[config.mk]
export PLATFORM = sky130hd
export DESIGN_NAME = angle_serial_pwm_readout
export DESIGN_NICKNAME = d
export VERILOG_FILES = /design/src/design/angle_readout_pkg.sv /design/src/design/angle_serial_pwm_readout.sv
export SDC_FILE = /design/constraint.sdc
export NUM_CORES = 1
export LEC_CHECK = 0
export BUFFER_PORTS_ARGS = -buffer_cell sky130_fd_sc_hd__buf_2
export CORE_MARGIN = 1.5
export CORE_UTILIZATION = 40
export CTS_BUF_LIST = sky130_fd_sc_hd__clkbuf_8
export DETAILED_ROUTE_END_ITERATION = 10
export GPL_ROUTABILITY_DRIVEN = 1
export PLACE_DENSITY = 0.52
export SLEW_MARGIN = 25
export SYNTH_ARGS = -nofsm -noshare
export SYNTH_HDL_FRONTEND = slang
export SYNTH_SLANG_ARGS = --single-unit
export TNS_END_PERCENT = 100
[constraint.sdc]
create_clock -name sys_clk -period 5 [get_ports sys_clk]
set_input_delay 1 -clock sys_clk [delete_from_list [all_inputs] [get_ports sys_clk]]
set_output_delay 1 -clock sys_clk [all_outputs]
set_load 0.02 [all_outputs]
[src/design/angle_readout_pkg.sv]
// Constants and carrier types of the angle serial and PWM readout.
// Assumes a single 40 MHz system clock.
package angle_readout_pkg;

   localparam int SYS_CLK_MHZ = 40;

   // Serial frame layout.
   localparam int CMD_BITS     = 5;
   localparam int PAYLOAD_BITS = 16;
   localparam int FRAME_BITS   = CMD_BITS + PAYLOAD_BITS;

   // Two-wire clock timeout, least time rounded up to cycles.
   localparam int TIMEOUT_NS     = 20000;
   localparam int TIMEOUT_CYCLES = (TIMEOUT_NS * SYS_CLK_MHZ + 999) / 1000;

   // One PWM step at its nominal length, and the period in steps.
   localparam int PWM_LSB_NS     = 2260;
   localparam int PWM_LSB_CYCLES = (PWM_LSB_NS * SYS_CLK_MHZ) / 1000;
   localparam int PWM_PERIOD_LSB = 257;

   // Command codes.
   localparam logic [4:0] CMD_READ_ANGLE   = 5'h00;
   localparam logic [4:0] CMD_LOW_POWER    = 5'h10;
   localparam logic [4:0] CMD_POWER_DOWN   = 5'h11;
   localparam logic [4:0] CMD_WAKE_UP      = 5'h12;
   localparam logic [4:0] CMD_WRITE_CONFIG = 5'h17;

   // Payload fields.
   localparam int PAY_VALID_POS   = 8;
   localparam int CFG_HYST_DIS_POS = 0;

   // Reset values.
   localparam logic [7:0] ANGLE_RESET = 8'h00;

   typedef enum logic [1:0] {
      PWR_NORMAL = 2'b00,
      PWR_LOW    = 2'b01,
      PWR_DOWN   = 2'b10
   } power_type;

   typedef enum logic [0:0] {
      PH_CMD  = 1'b0,
      PH_DATA = 1'b1
   } phase_type;

   typedef struct packed {
      logic       valid;
      logic [7:0] angle;
   } sample_type;

   typedef struct packed {
      logic [2:0]       sclk_sync;
      logic [1:0]       cs_sync;
      logic [1:0]       sdi_sync;
      logic [1:0]       wire_sync;
      logic [1:0]       test_sync;
      phase_type        phase;
      logic [4:0]       bit_cnt;
      logic [4:0]       cmd;
      logic [15:0]      shift;
      logic [15:0]      wdata;
      logic             oe;
      logic             int_sel;
      logic [9:0]       to_cnt;
      sample_type [1:0] fifo;
      logic [1:0]       fifo_cnt;
      logic [7:0]       rep_angle;
      logic             rep_valid;
      logic             dir_up;
      logic             hyst_dis;
      power_type        power;
      logic [6:0]       pwm_div;
      logic [8:0]       pwm_phase;
      logic [7:0]       pwm_angle;
      logic             pwm_valid;
      logic             pwm_out;
   } state_type;

endpackage

[src/design/angle_serial_pwm_readout.sv]
// Serial command/readout port and PWM output of the angle sensor.
// Assumes samples arrive from the sensor core on sys_clk with valid/ready,
// and that the serial clock, select, data and straps are asynchronous pins.
module angle_serial_pwm_readout (
   input  wire logic                          sys_clk,
   input  wire logic                          rst,
   input  wire logic                          serial_clk,
   input  wire logic                          chip_select,
   input  wire logic                          serial_data_i,
   output logic                               serial_data_o,
   output logic                               serial_data_oe,
   output logic                               derived_select_out,
   input  wire logic                          wire_count_select,
   input  wire logic                          test_mode_strap,
   input  angle_readout_pkg::sample_type      sample_in,
   input  wire logic                          sample_valid,
   output logic                               sample_ready,
   output logic                               pwm_out,
   output angle_readout_pkg::power_type       power_mode,
   output logic                               hyst_disabled
);

   ////////////////////////////////////////////////////////////////////////////
   // State.

   angle_readout_pkg::state_type q;
   angle_readout_pkg::state_type d;

   logic rise;
   logic fall;
   logic two_wire;
   logic sel_active;
   logic drain;

   assign rise     = q.sclk_sync[1] & ~q.sclk_sync[2];
   assign fall     = ~q.sclk_sync[1] & q.sclk_sync[2];
   assign two_wire = q.wire_sync[1];
   assign sel_active = two_wire ? (q.int_sel | rise) : q.cs_sync[1];
   assign drain    = (q.phase != angle_readout_pkg::PH_DATA) && (q.fifo_cnt != 2'd0);

   function automatic logic cmd_drives(input logic [4:0] c);
      cmd_drives = (c != angle_readout_pkg::CMD_WRITE_CONFIG);
   endfunction

   ////////////////////////////////////////////////////////////////////////////
   // Next state.

   always_comb begin
      angle_readout_pkg::sample_type head;
      logic [4:0]  new_cmd;
      logic [7:0]  diff;
      logic        up;
      logic [8:0]  nphase;
      head    = q.fifo[0];
      new_cmd = {q.cmd[3:0], q.sdi_sync[1]};
      diff    = 8'h00;
      up      = 1'b0;
      nphase  = q.pwm_phase;
      d = q;

      d.sclk_sync = {q.sclk_sync[1:0], serial_clk};
      d.cs_sync   = {q.cs_sync[0], chip_select};
      d.sdi_sync  = {q.sdi_sync[0], serial_data_i};
      d.wire_sync = {q.wire_sync[0], wire_count_select};
      d.test_sync = {q.test_sync[0], test_mode_strap};

      // Internal select of the two-wire mode.
      if (two_wire) begin
         if (rise) begin
            d.int_sel = 1'b1;
            d.to_cnt  = 10'h000;
         end else if (q.int_sel) begin
            d.to_cnt = q.to_cnt + 10'h001;
            if (q.to_cnt == 10'(angle_readout_pkg::TIMEOUT_CYCLES - 1)) begin
               d.int_sel = 1'b0;
            end
         end
      end else begin
         d.int_sel = 1'b0;
         d.to_cnt  = 10'h000;
      end

      // Serial frame engine.
      if (!sel_active || (two_wire && !d.int_sel) || q.test_sync[1]) begin
         d.phase   = angle_readout_pkg::PH_CMD;
         d.bit_cnt = 5'h00;
         d.oe      = 1'b0;
      end else if (rise) begin
         if (q.phase == angle_readout_pkg::PH_CMD) begin
            d.cmd     = new_cmd;
            d.bit_cnt = q.bit_cnt + 5'h01;
            if (q.bit_cnt == 5'(angle_readout_pkg::CMD_BITS - 1)) begin
               d.phase   = angle_readout_pkg::PH_DATA;
               d.bit_cnt = 5'h00;
               d.shift   = 16'h0000;
               if (new_cmd == angle_readout_pkg::CMD_READ_ANGLE) begin
                  d.shift[7:0] = q.rep_angle;
                  d.shift[angle_readout_pkg::PAY_VALID_POS] = q.rep_valid;
               end
            end
         end else begin
            d.wdata   = {q.wdata[14:0], q.sdi_sync[1]};
            d.bit_cnt = q.bit_cnt + 5'h01;
            if (q.bit_cnt == 5'(angle_readout_pkg::PAYLOAD_BITS - 1)) begin
               d.phase   = angle_readout_pkg::PH_CMD;
               d.bit_cnt = 5'h00;
               d.oe      = 1'b0;
               case (q.cmd)
                  angle_readout_pkg::CMD_LOW_POWER:  d.power = angle_readout_pkg::PWR_LOW;
                  angle_readout_pkg::CMD_POWER_DOWN: d.power = angle_readout_pkg::PWR_DOWN;
                  angle_readout_pkg::CMD_WAKE_UP:    d.power = angle_readout_pkg::PWR_NORMAL;
                  angle_readout_pkg::CMD_WRITE_CONFIG: begin
                     d.hyst_dis = d.wdata[angle_readout_pkg::CFG_HYST_DIS_POS];
                  end
                  default: d.power = q.power;
               endcase
            end
         end
      end else if (fall && q.phase == angle_readout_pkg::PH_DATA) begin
         // The falling edge sits half a serial clock after the rising one.
         if (q.bit_cnt == 5'h00) begin
            d.oe = cmd_drives(q.cmd);
         end else begin
            d.shift = {q.shift[14:0], 1'b0};
         end
      end

      // Two-entry sample buffer; the drain stalls during a data phase.
      if (drain) begin
         d.fifo[0] = q.fifo[1];
      end
      if (sample_valid && q.fifo_cnt != 2'd2) begin
         if (drain) begin
            d.fifo[q.fifo_cnt - 2'd1] = sample_in;
         end else begin
            d.fifo[q.fifo_cnt[0]] = sample_in;
         end
      end
      d.fifo_cnt = q.fifo_cnt + 2'((sample_valid && q.fifo_cnt != 2'd2) ? 1 : 0)
                   - 2'(drain ? 1 : 0);

      // Reported angle with direction hysteresis.
      if (drain) begin
         diff = head.angle - q.rep_angle;
         up   = ~diff[7];
         if (!head.valid) begin
            d.rep_valid = 1'b0;
         end else if (!q.rep_valid || q.hyst_dis) begin
            d.rep_valid = 1'b1;
            d.rep_angle = head.angle;
         end else if (diff != 8'h00) begin
            if (up == q.dir_up) begin
               d.rep_angle = head.angle;
            end else if (diff != 8'h01 && diff != 8'hff) begin
               d.rep_angle = head.angle;
               d.dir_up    = up;
            end
         end
      end

      // PWM generator.
      if (q.pwm_div == 7'(angle_readout_pkg::PWM_LSB_CYCLES - 1)) begin
         d.pwm_div = 7'h00;
         nphase = q.pwm_phase + 9'h001;
         if (q.pwm_phase == 9'(angle_readout_pkg::PWM_PERIOD_LSB - 1)) begin
            nphase      = 9'h000;
            d.pwm_angle = q.rep_angle;
            d.pwm_valid = q.rep_valid;
         end
         d.pwm_phase = nphase;
         d.pwm_out   = d.pwm_valid && (nphase <= {1'b0, d.pwm_angle});
      end else begin
         d.pwm_div = q.pwm_div + 7'h01;
      end
   end

   ////////////////////////////////////////////////////////////////////////////
   // Registers.

   always_ff @(posedge sys_clk or posedge rst) begin
      if (rst) begin
         q           <= '0;
         q.rep_angle <= angle_readout_pkg::ANGLE_RESET;
         q.power     <= angle_readout_pkg::PWR_NORMAL;
         q.phase     <= angle_readout_pkg::PH_CMD;
      end else begin
         q <= d;
      end
   end

   ////////////////////////////////////////////////////////////////////////////
   // Outputs.

   // In four-wire mode the raw select gates the enable so the line floats within 30 ns,
   // which the synchroniser latency could not meet.
   assign serial_data_oe     = q.oe & (two_wire | chip_select);
   assign serial_data_o      = q.shift[15];
   assign derived_select_out = q.int_sel;
   assign sample_ready       = (q.fifo_cnt != 2'd2);
   assign pwm_out            = q.pwm_out;
   assign power_mode         = q.power;
   assign hyst_disabled      = q.hyst_dis;

endmodule // angle_serial_pwm_readout

==> reports/qor_table.md, run 1 <==
| Item | This run |
| --- | --- |
| CP max FO | 19 |
| Largest area contributor in the netlist | dfrtp_1 |
| Post-CTS repair timing setup buffer count | 0 |
| Routability-driven placement congestion ratio | 0.796 |
| Number of global-route vias before repair | 3880 |
| Headroom to the max-slew limit | 0.414 |
| Clock input transition at the sequential cells of the worst setup and hold paths | 0.10 ns |
| Count of hold-fix buffers inserted at cts | 0 |
| Worst hold path stage count | 0 |
| Wire length reported by the detailed router | 10.9 mm |
| Pins over their slew limit | 0 |
| Wire length of the first global-routing pass | 18.8 mm |
| Mapped Nets | 599 |
| H-tree depth reported by CTS | 3 |
| Post-cts repair resize count | 0 |
| Final worst clock skew | 0.0183 ns |
| Final critical-path required period | 3.04 ns |
| Via Count | 3986 |
| Drt first pass iters | 5 |
| Remaining DRCs | 0 |
| Register area share after synthesis | 0.493 |
| Detailed Route Iter0 Violations | 243 |
| Initial antenna violation count | 0 |
| Fraction of layout instances using a drive strength above 1 | 0.138 |
| Area share of the largest cell type after synthesis | 0.493 |
| Die X-Extent | 121 um |
| Post-detailed-route via-to-cell ratio | 5.29 |
| Worst reg2reg path depth | 13 |
| IR Drop Worst-Case VDD | 0.378 mV |
| Pwr/cell area | 427 nW/um^2 |
| Netlist area before placement | 5530 um^2 |
| Syn Inst Count | 555 |
| Number of warning messages in the yosys log | 0 |
| Most repeated cell in the gate-level netlist after synthesis | dfrtp_1 |
| Worst Slack Setup Final | 1.96 ns |
| Leading post-synthesis cells by cell area | dfrtp_1 (49%), ha_1 (5.9%), nor2_1 (4.9%) |
| Antenna cell count | 0 |
| Clock Root Buffer | clkbuf_8 |
| Worst-Skew Late Latency | 0.39 ns |
| Final setup vio count | 0 |
| Outcome | completed |
| Dominant register cell in the synthesized netlist | dfrtp_1 |
| Die Area | 14500 um^2 |
| Setup slack after placement | 1.96 ns |
| Multi-input gate area in the final layout | 2640 um^2 |
| Worst Tran Pin Value | 0.872 ns |
| Clock net sink count | 109 |
| Crit end category | flip-flop |
| Number of primary I/O pins | 25 |
| Synthesized area per cell | 9.97 um^2 |
| Count of flip-flops with a built-in enable after synthesis | 0 |
| Area Growth Syn to Fin | 9.66% |
| Kind of start point of the critical path | flip-flop |
| Post-synthesis sequential element count | 109 |
| Count of port buffers added during placement | 24 |
| Maximum clock rate | 0.329 GHz |
| Required @ worst endpoint | 5.33 ns |
| Critical Setup Path Class | reg -> reg |
| Number of nets at the end of the flow | 618 |
| Detail-routed net length per standard cell | 14.5 um |
| Die boundary height | 121 um |
| Overall power of the completed layout | 2.59 mW |
| Core area | 13300 um^2 |
| Number of placement rows | 42 |
| Sequential cell area | 2730 um^2 |
| Number of clock buffers inserted by TritonCTS | 9 |
| Kind of path behind the tightest hold check | reg -> reg |
| Fill cells | 1283 |
| Maximum number of pins on one net before global-route repair | 73 |
| Remaining global-route overflow | 0 |
| Final HPWL DP | 7.70 mm |
| Synth cell count leaders | dfrtp_1 (109), nor2_1 (72), nand2_1 (51) |
| Count of maximum capacitance violations | 0 |
| TritonCTS clock tree | built |
| Longest Clk Path Bufs | 2 |
| Final period utilization | 0.608 |
| RSZ-0062 raised after global routing | no |
| Crit path DAT | 3.37 ns |
| Async S/R FF share, synth | 1.00 |
| Number of failing hold endpoints at the final stage | 0 |
| Initial Util | 0.415 |
| Distinct cell type count of the synthesized netlist | 58 |
| Pleak | 2.80 nW |
| Sum of negative setup slack | 0 ns |
| Residual antenna-violating net count after detailed routing | 0 |
| Global-route usage over all layers | 0.163 |
metrics by stage:
| stage | std cells | instance area [um^2] | hold WS, ns | utilization |
|---|---|---|---|---|
| 4_1_cts | 754 | 6070 | 0.360 | 0.455 |
| 3_5_place_dp | 739 | 5830 | 0.339 | 0.437 |
| 6_report | 754 | 6070 | 0.357 | 0.455 |
| 5_1_grt | 754 | 6070 | 0.366 | 0.455 |
| 3_3_place_gp | 739 | 5830 | 0.335 | 0.437 |
| 2_1_floorplan | 555 | 5530 | 0.331 | - |
cells by family after synthesis:
logic type / count (synthesis) / synth area share
buffers and inverters: 44 / 0.0314
adders and majority gates: 27 / 0.0624
AOI/OAI and AO/OA: 114 / 0.132
and+or+nand+nor: 197 / 0.167
xor gates and xnor gates: 30 / 0.0475
DFF: 109 / 0.493
muxes: 34 / 0.0667
final timing paths:
kind	start	endpoint	slack (ns)
max in group asynchronous	rst	q[45]	3.19
setup / recovery	q[10]	pwm_out	1.96
hold reg to reg	d[117]	q[117]	0.36
setup reg to reg	q[10]	pwm_out	1.96
min in group asynchronous	rst	q[24]	0.79
hold / removal	d[117]	q[117]	0.36
worst max-delay path, stage by stage (launching register included):
cell and delay [ns]:
dfrtp_1 0.43, inv_1 0.09, ha_1 0.14, nor4b_1 0.25, nand2_1 0.44, and2_1 0.35
ha_1 0.28, nor2b_1 0.13, o21ai_0 0.16, nand2b_1 0.08, a21oi_1 0.14, o21ai_0 0.12
a31oi_1 0.18, o221a_2 0.19
per-layer routing:
metal,up-vias,wire (um),GRT usage
li1,1978,-,-
met1,1928,5270,0.214
met2,67,5030,0.262
met3,13,449,0.0481
met4,0,155,0.0478
met5,-,0,0
area by class of cell:
| type | instances | share of cell area |
|---|---|---|
| Clock buffer | 9 | 0.0204 |
| Sequential cell | 109 | 0.450 |
| Multi-Input combinational cell | 402 | 0.435 |
| Inverter | 23 | 0.0146 |
| Timing Repair Buffer | 29 | 0.0260 |
| Tap cell | 176 | 0.0363 |
| Clock inverter | 6 | 0.0184 |
power breakdown:
part / leakage (nW) / switching (mW) / internal, mW
clock: 0.116 / 0.300 / 0.331
sequential: 1.44 / 0.110 / 0.980
combinational: 1.24 / 0.494 / 0.375
total: 2.80 / 0.904 / 1.69
placed cells by master, fill, tap and decap left out, types with 2 or more instances in the layout:
master,instances
o21bai_1,2
buf_4,5
a22oi_1,8
o21a_1,2
nand4_1,9
nand4b_1,3
mux2i_1,11
and2_1,3
a21boi_0,2
or4_4,2
bufinv_16,3
or4_1,2
nand2b_1,4
dfrtp_1,109
xor2_1,15
nor2_1,72
a211oi_1,2
a32oi_1,2
nand3_1,25
nand2_1,51
inv_1,22
nor4b_1,3
mux2_2,23
nor3_1,7
a21oi_1,38
o21ai_0,36
ha_1,26
clkbuf_8,9
buf_2,24
xnor2_1,15
o31ai_1,4
nor2b_1,7
o41ai_1,2
registers in the layout, indices dropped and copies added, names as in the netlist:
signal              count
q                      97
d                       6
power_mode              2
derived_select_out      1
hyst_disabled           1
pwm_out                 1
serial_data_o           1
No activity file was read; power rests on OpenSTA's default activity.
==> run 2, diff against run 1 <==
--- a/config.mk
+++ b/config.mk
@@ -5,6 +5,7 @@
 export SDC_FILE = /design/constraint.sdc
 export NUM_CORES = 1
 export LEC_CHECK = 0
+export ABC_AREA = 1
 export BUFFER_PORTS_ARGS = -buffer_cell sky130_fd_sc_hd__buf_2
 export CORE_MARGIN = 1.5
 export CORE_UTILIZATION = 40
==> constraint.sdc (replaced) <==
create_clock -name sys_clk -period 2.82 [get_ports sys_clk]
set_input_delay 0.564 -clock sys_clk [delete_from_list [all_inputs] [get_ports sys_clk]]
set_output_delay 0.564 -clock sys_clk [all_outputs]
set_load 0.02 [all_outputs]
==> run 2 against run 1 <==
Sequential cell count unchanged. Power is 71% higher. Fmax rose by 22%. Sequential share of layout area down 0.88 points. Clock skew fell by 0.0018 ns. Sequential power is 72% higher.
==> reports/qor_table.md, run 2 <==
| Item | This run |
| --- | --- |
| Outcome | completed |
| Number of failing hold endpoints at the final stage | 0 |
| Remaining global-route overflow | 0 |
| Count of hold-fix buffers inserted at cts | 0 |
| Final HPWL DP | 8.15 mm |
| Min-Delay Startpoint | test_mode_strap |
| Commonest non-fill, non-tap cell in the layout | nand2_1 |
| Maximum cell stage delay along the critical path | 0.41 ns |
| Initial antenna violation count | 0 |
| Metal-1 WL | 5.67 mm |
| Main combinational cell family by area after synthesis | simple AND/OR/NAND/NOR gates |
| Mapped Nets | 720 |
| Count of port buffers added during placement | 24 |
| Cell repeated most along the worst path | nand2_1 |
| Mux cell area share after synthesis | 0.00375 |
| Crit path DAT | 2.83 ns |
| Synthesized area per cell | 8.39 um^2 |
| Residual antenna-violating net count after detailed routing | 0 |
| Wire length reported by the detailed router | 11.3 mm |
| Leading cell types in the layout, fill and taps excluded | nand2_1 (158), dfrtp_1 (109), inv_1 (81) |
| Final critical-path required period | 2.50 ns |
| Fraction of layout instances using a drive strength above 1 | 0.125 |
| Number of cells in the finished layout apart from fillers | 885 |
| Multi-input gate area in the final layout | 2550 um^2 |
| Required @ worst endpoint | 3.15 ns |
| Pleak | 3.00 nW |
| Initial Util | 0.409 |
| Detailed Route Iter0 Violations | 206 |
| Number of global-route vias before repair | 4070 |
| Cell with the largest stage delay on the worst path | dfrtp_1 |
| Highest signal layer in the routed design | met4 |
| Final period utilization | 0.888 |
| Kind of path behind the tightest hold check | in -> reg |
| Syn Inst Count | 676 |
| H-tree depth reported by CTS | 3 |
| Count of maximum capacitance violations | 0 |
| Cells traversed along the worst timing path | inv_1 -> ha_1 -> nand2_1 -> nor3_1 -> nand2_2 -> inv_4 -> nand2_1 -> o21ai_0 -> ha_1 -> a21oi_1 -> o21a_1 -> o21ai_0 -> o21ai_0 -> nand2_1 -> o21ai_0 -> nand2_1 -> nand2_1 |
| Routability-driven placement congestion ratio | 0.834 |
| Worst reg2reg path depth | 17 |
| Detail-routed net length per standard cell | 12.7 um |
| Netlist area before placement | 5670 um^2 |
| Synth cell count leaders | nand2_1 (159), dfrtp_1 (109), inv_1 (81) |
| Count of flip-flops with a built-in enable after synthesis | 0 |
| Maximum clock rate | 0.400 GHz |
| Register area share after synthesis | 0.481 |
| Number of warning messages in the yosys log | 0 |
| Maximum number of pins on one net before global-route repair | 50 |
| Global-route usage over all layers | 0.166 |
| Number of placement rows | 43 |
| Antenna cell count | 0 |
| Area Growth Syn to Fin | 9.09% |
| Fill cells | 1386 |
| Distinct cell type count of the synthesized netlist | 44 |
| Worst hold path stage count | 1 |
| Final hold slack | 0.276 ns |
| Pins over their slew limit | 0 |
| FF-to-FF Start | q[10] |
| Number of primary I/O pins | 25 |
| Post-synthesis sequential element count | 109 |
| Largest area contributor in the netlist | dfrtp_1 |
| Post-synthesis compound-gate area fraction | 0.135 |
| Met2 wire length | 5.19 mm |
| Headroom to the max-slew limit | 0.512 |
| Worst-Skew Late Latency | 0.39 ns |
| Number of clock buffers inserted by TritonCTS | 9 |
| Clock net sink count | 109 |
| Core area | 13900 um^2 |
| Die boundary height | 122 um |
| XOR/XNOR Fraction of Synth Area | 0.0139 |
| Wire length of the first global-routing pass | 19.5 mm |
| Sequential cell area | 2730 um^2 |
| Longest Clk Path Bufs | 2 |
| Die Area | 14900 um^2 |
| Final worst clock skew | 0.0165 ns |
| Adder-Cell Fraction of Synth Area | 0.0609 |
| Worst Tran Pin Value | 0.730 ns |
| Max reg flops | 97 |
| Async S/R FF share, synth | 1.00 |
| Die X-Extent | 122 um |
| Most repeated cell in the gate-level netlist after synthesis | nand2_1 |
| Drt first pass iters | 4 |
| Crit end category | flip-flop |
| Pwr/cell area | 714 nW/um^2 |
| Area share of the largest cell type after synthesis | 0.481 |
| Number of nets at the end of the flow | 744 |
| Dominant register cell in the synthesized netlist | dfrtp_1 |
| Leading post-synthesis cells by cell area | dfrtp_1 (48%), nand2_1 (11%), ha_1 (5.7%) |
| IR Drop Worst-Case VDD | 0.677 mV |
| Placed instance count | 869 |
| Final setup vio count | 0 |
| Critical Setup Path Class | reg -> reg |
| Register with the most flip-flops | q |
| Clock Root Buffer | clkbuf_8 |
| Sum of negative setup slack | 0 ns |
| Post-detailed-route via-to-cell ratio | 4.91 |
| Final core utilization | 0.446 |
| Kind of start point of the critical path | flip-flop |
| CP max FO | 16 |
| Met3 Wirelength | 297 um |
| Post-synthesis share of cell area spent on and, or, nand and nor gates | 0.235 |
| Clock input transition at the sequential cells of the worst setup and hold paths | 0.10 ns |
| TritonCTS clock tree | built |
| Flop-to-flop setup slack | 0.32 ns |
| RSZ-0062 raised after global routing | no |
| Via Count | 4347 |
| Remaining DRCs | 0 |
| RR Endpoint | pwm_out |
| Hold-critical path endpoint | d[115] |
run 2: changes by cell type after synthesis, moves of 11 or more:
cell / change
nor2_1: -37
a21oi_1: -19
xnor2_1: -12
mux2_2: -22
inv_1: +58
o21ai_1: +23
o21ai_0: +29
o211ai_1: +11
nand2_1: +108
run 2: worst max-delay path, delay by kind of cell, from the launching register on:
kind	cells	cell delay [ns]
AO/OA/AOI/OAI	6	0.67
flip-flops	1	0.41
buffers and inverters	2	0.29
AND/OR/NAND/NOR	7	0.63
adder cells (fa/ha/maj)	2	0.45
run 2: final cells by class:
type,instances,area share
multi-input combinational,465,0.412
sequential,109,0.441
timing repair buffer,29,0.0295
tap,180,0.0364
clock buffer,9,0.0200
clock inverter,7,0.00809
inverter,86,0.0532
run 2: cell families (layout without fill, tap and decap cells):
family / count (synthesis) / after routing
simple gates: 289 / 289
compound gates: 138 / 138
flops: 109 / 109
buf+inv: 102 / 131
fa+ha+maj: 27 / 27
xor+xnor: 9 / 9
mux: 2 / 2
run 2: worst max path at each step:
stage	startpoint	to	slack (ns)	cells after the start
2_1_floorplan	q[10]	pwm_out	0.50	17
3_3_place_gp	q[10]	pwm_out	0.38	16
3_5_place_dp	q[10]	pwm_out	0.30	16
4_1_cts	q[10]	pwm_out	0.24	16
5_1_grt	q[10]	pwm_out	0.04	17
6_report	q[10]	pwm_out	0.32	17
run 2: per-stage QoR:
step	worst slack (ns)	total power, mW	cell area (um^2)
final	0.317	4.42	6190
after global placement	0.378	3.55	6010
after global routing	0.0351	4.80	6190
after CTS	0.244	4.49	6180
after floorplan	0.497	3.22	5680
after detailed placement	0.303	3.59	6010
run 2: routing by layer:
metal / up-vias / GRT usage
li1: 2273 / -
met1: 2026 / 0.223
met2: 40 / 0.267
met3: 8 / 0.0337
met4: 0 / 0.0574
met5: - / 0
run 2: power by group:
part           internal [mW]  switching, mW  total, mW
Clock                  0.325          0.551      0.876
Sequential              1.71          0.162       1.88
Combinational          0.618           1.05       1.67
Total                   2.66           1.76       4.42
run 2: repair_timing:
action / in CTS / in global routing
setup endpoints to repair: 0 / 1
resized for setup: 0 / 2
setup buffers: 0 / 0
==> run 3, diff against run 2 <==
--- a/config.mk
+++ b/config.mk
@@ -12,9 +12,10 @@
 export CTS_BUF_LIST = sky130_fd_sc_hd__clkbuf_8
 export DETAILED_ROUTE_END_ITERATION = 10
 export GPL_ROUTABILITY_DRIVEN = 1
+export MAX_ROUTING_LAYER = met4
 export PLACE_DENSITY = 0.52
 export SLEW_MARGIN = 25
 export SYNTH_ARGS = -nofsm -noshare
 export SYNTH_HDL_FRONTEND = slang
 export SYNTH_SLANG_ARGS = --single-unit
-export TNS_END_PERCENT = 100
+export TNS_END_PERCENT = 20
==> run 3 against run 2 <==
Power barely moved. Final area is the same. Die area unchanged. Wire length barely moved. Clock-buffer cell count is the same. Clock power hardly changed. Worst setup slack improved by 0.0042 ns. Largest cell class unchanged. Largest power group unchanged. Highest routed layer unchanged.
==> reports/qor_table.md, run 3 (synthesis gave the netlist of run 2 again) <==
| Item | This run |
| --- | --- |
| Final period utilization | 0.886 |
| Clock input transition at the sequential cells of the worst setup and hold paths | 0.10 ns |
| Core area | 13900 um^2 |
| Drt first pass iters | 4 |
| Comb power frac | 0.377 |
| Fill cells | 1386 |
| Internal Power | 2.66 mW |
| Remaining DRCs | 0 |
| RSZ-0062 raised after global routing | no |
| Final HPWL DP | 8.15 mm |
| Crit end category | flip-flop |
| Number of global-route vias before repair | 4070 |
| Required @ worst endpoint | 3.15 ns |
| H-tree depth reported by CTS | 3 |
| Initial antenna violation count | 0 |
| Crit path DAT | 2.83 ns |
| Post-CTS repair timing setup buffer count | 0 |
| Residual antenna-violating net count after detailed routing | 0 |
| Remaining global-route overflow | 0 |
| Area Growth Syn to Fin | 9.09% |
| Clock Root Buffer | clkbuf_8 |
| Pleak | 3.00 nW |
| Max reg flops | 97 |
| Switching power | 1.76 mW |
| Pins over their slew limit | 0 |
| Maximum number of pins on one net before global-route repair | 50 |
| Worst-Skew Late Latency | 0.39 ns |
| Proportion of total power due to net switching | 0.399 |
| Final worst clock skew | 0.0161 ns |
| Sum of negative setup slack | 0 ns |
| Overall power of the completed layout | 4.42 mW |
| Fraction of layout instances using a drive strength above 1 | 0.125 |
| Maximum clock rate | 0.400 GHz |
| Clock net sink count | 109 |
| Number of primary I/O pins | 25 |
| Count of port buffers added during placement | 24 |
| Final setup vio count | 0 |
| Post-detailed-route via-to-cell ratio | 4.94 |
| Routability-driven placement congestion ratio | 0.847 |
| CP max FO | 16 |
| Final cell area excluding filler cells | 6190 um^2 |
| Headroom to the max-slew limit | 0.512 |
| Die X-Extent | 122 um |
| Worst reg2reg path depth | 17 |
| Number of failing hold endpoints at the final stage | 0 |
| Kind of path behind the tightest hold check | in -> reg |
| Count of maximum capacitance violations | 0 |
| Die boundary height | 122 um |
| Register with the most flip-flops | q |
| Longest Clk Path Bufs | 2 |
| Detail-routed net length per standard cell | 12.7 um |
| Wire length of the first global-routing pass | 19.5 mm |
| Placed inst area | 6010 um^2 |
| Number of clock buffers inserted by TritonCTS | 9 |
| Antenna cell count | 0 |
| Leading cell types in the layout, fill and taps excluded | nand2_1 (158), dfrtp_1 (109), inv_1 (81) |
| Via Count | 4373 |
| Wire length reported by the detailed router | 11.3 mm |
| Number of nets at the end of the flow | 744 |
| Kind of start point of the critical path | flip-flop |
| Die Area | 14900 um^2 |
| Commonest non-fill, non-tap cell in the layout | nand2_1 |
| Outcome | completed |
| TritonCTS clock tree | built |
| IR Drop Worst-Case VDD | 0.677 mV |
| Pwr/cell area | 714 nW/um^2 |
| Initial Util | 0.409 |
| Relative contribution of the clock network to total power | 0.198 |
| Worst hold path stage count | 1 |
| Detailed Route Iter0 Violations | 194 |
| Worst Tran Pin Value | 0.730 ns |
| Final critical-path required period | 2.50 ns |
| Number of placement rows | 43 |
| Global-route usage over all layers | 0.171 |
| Part of the power in registers | 0.424 |
| Count of hold-fix buffers inserted at cts | 0 |
| Critical Setup Path Class | reg -> reg |
-- run 3: path summary, 6_finish.rpt --
check / slack, ns / endpoint / start
worst min register to register: 0.36 / q[119] / d[119]
worst max-delay path: 0.32 / pwm_out / q[10]
max in group asynchronous: 1.85 / q[34] / rst
worst max register to register: 0.32 / pwm_out / q[10]
min in group asynchronous: 0.29 / q[59] / rst
worst min-delay path: 0.28 / d[115] / test_mode_strap
-- run 3: final cells by class --
| type | instances | area [um^2] | area share |
|---|---|---|---|
| Clock buffer | 9 | 124 | 0.0200 |
| Clock inverter | 7 | 50.0 | 0.00809 |
| Inverter | 86 | 329 | 0.0532 |
| Multi-Input combinational cell | 465 | 2550 | 0.412 |
| Sequential cell | 109 | 2730 | 0.441 |
| Tap cell | 180 | 225 | 0.0364 |
| Timing Repair Buffer | 29 | 183 | 0.0295 |
-- run 3: timing repair --
action | 4_1_cts | 5_1_grt
hold endpoints to repair | 0 | 0
setup endpoints to repair | 0 | 1
resized for setup | 0 | 2
-- run 3: worst max-delay path, cell delays in order, from the launching register on --
cell and delay [ns]:
dfrtp_1 0.41, inv_1 0.10, ha_1 0.15, nand2_1 0.05
nor3_1 0.17, nand2_2 0.16, inv_4 0.19, nand2_1 0.06
o21ai_0 0.12, ha_1 0.30, a21oi_1 0.14, o21a_1 0.12
o21ai_0 0.06, o21ai_0 0.16, nand2_1 0.06, o21ai_0 0.07
nand2_1 0.07, nand2_1 0.06
-- run 3: power by group through the flow --
stage	clock, mW	sequential (mW)	combinational [mW]
after CTS	0.924	1.88	1.69
after global placement	0	1.91	1.64
after global routing	0.978	1.89	1.93
after floorplan	0	1.84	1.38
final	0.876	1.88	1.67
after detailed placement	0	1.91	1.68
-- run 3: through the flow --
stage          hold slack, ns  std cells  setup WS [ns]   util
5_1_grt                 0.251        885         0.0351  0.446
2_1_floorplan           0.331        676          0.497      -
3_3_place_gp            0.332        869          0.378  0.433
6_report                0.276        885          0.321  0.446
4_1_cts                 0.254        885          0.244  0.445
3_5_place_dp            0.336        869          0.303  0.433
-- run 3: routing by layer --
layer	track usage	up-vias	wire length, um
li1	-	2273	-
met1	0.224	2039	5620
met2	0.266	53	5200
met3	0.0337	8	340
met4	0.0574	0	118
met5	-	-	0
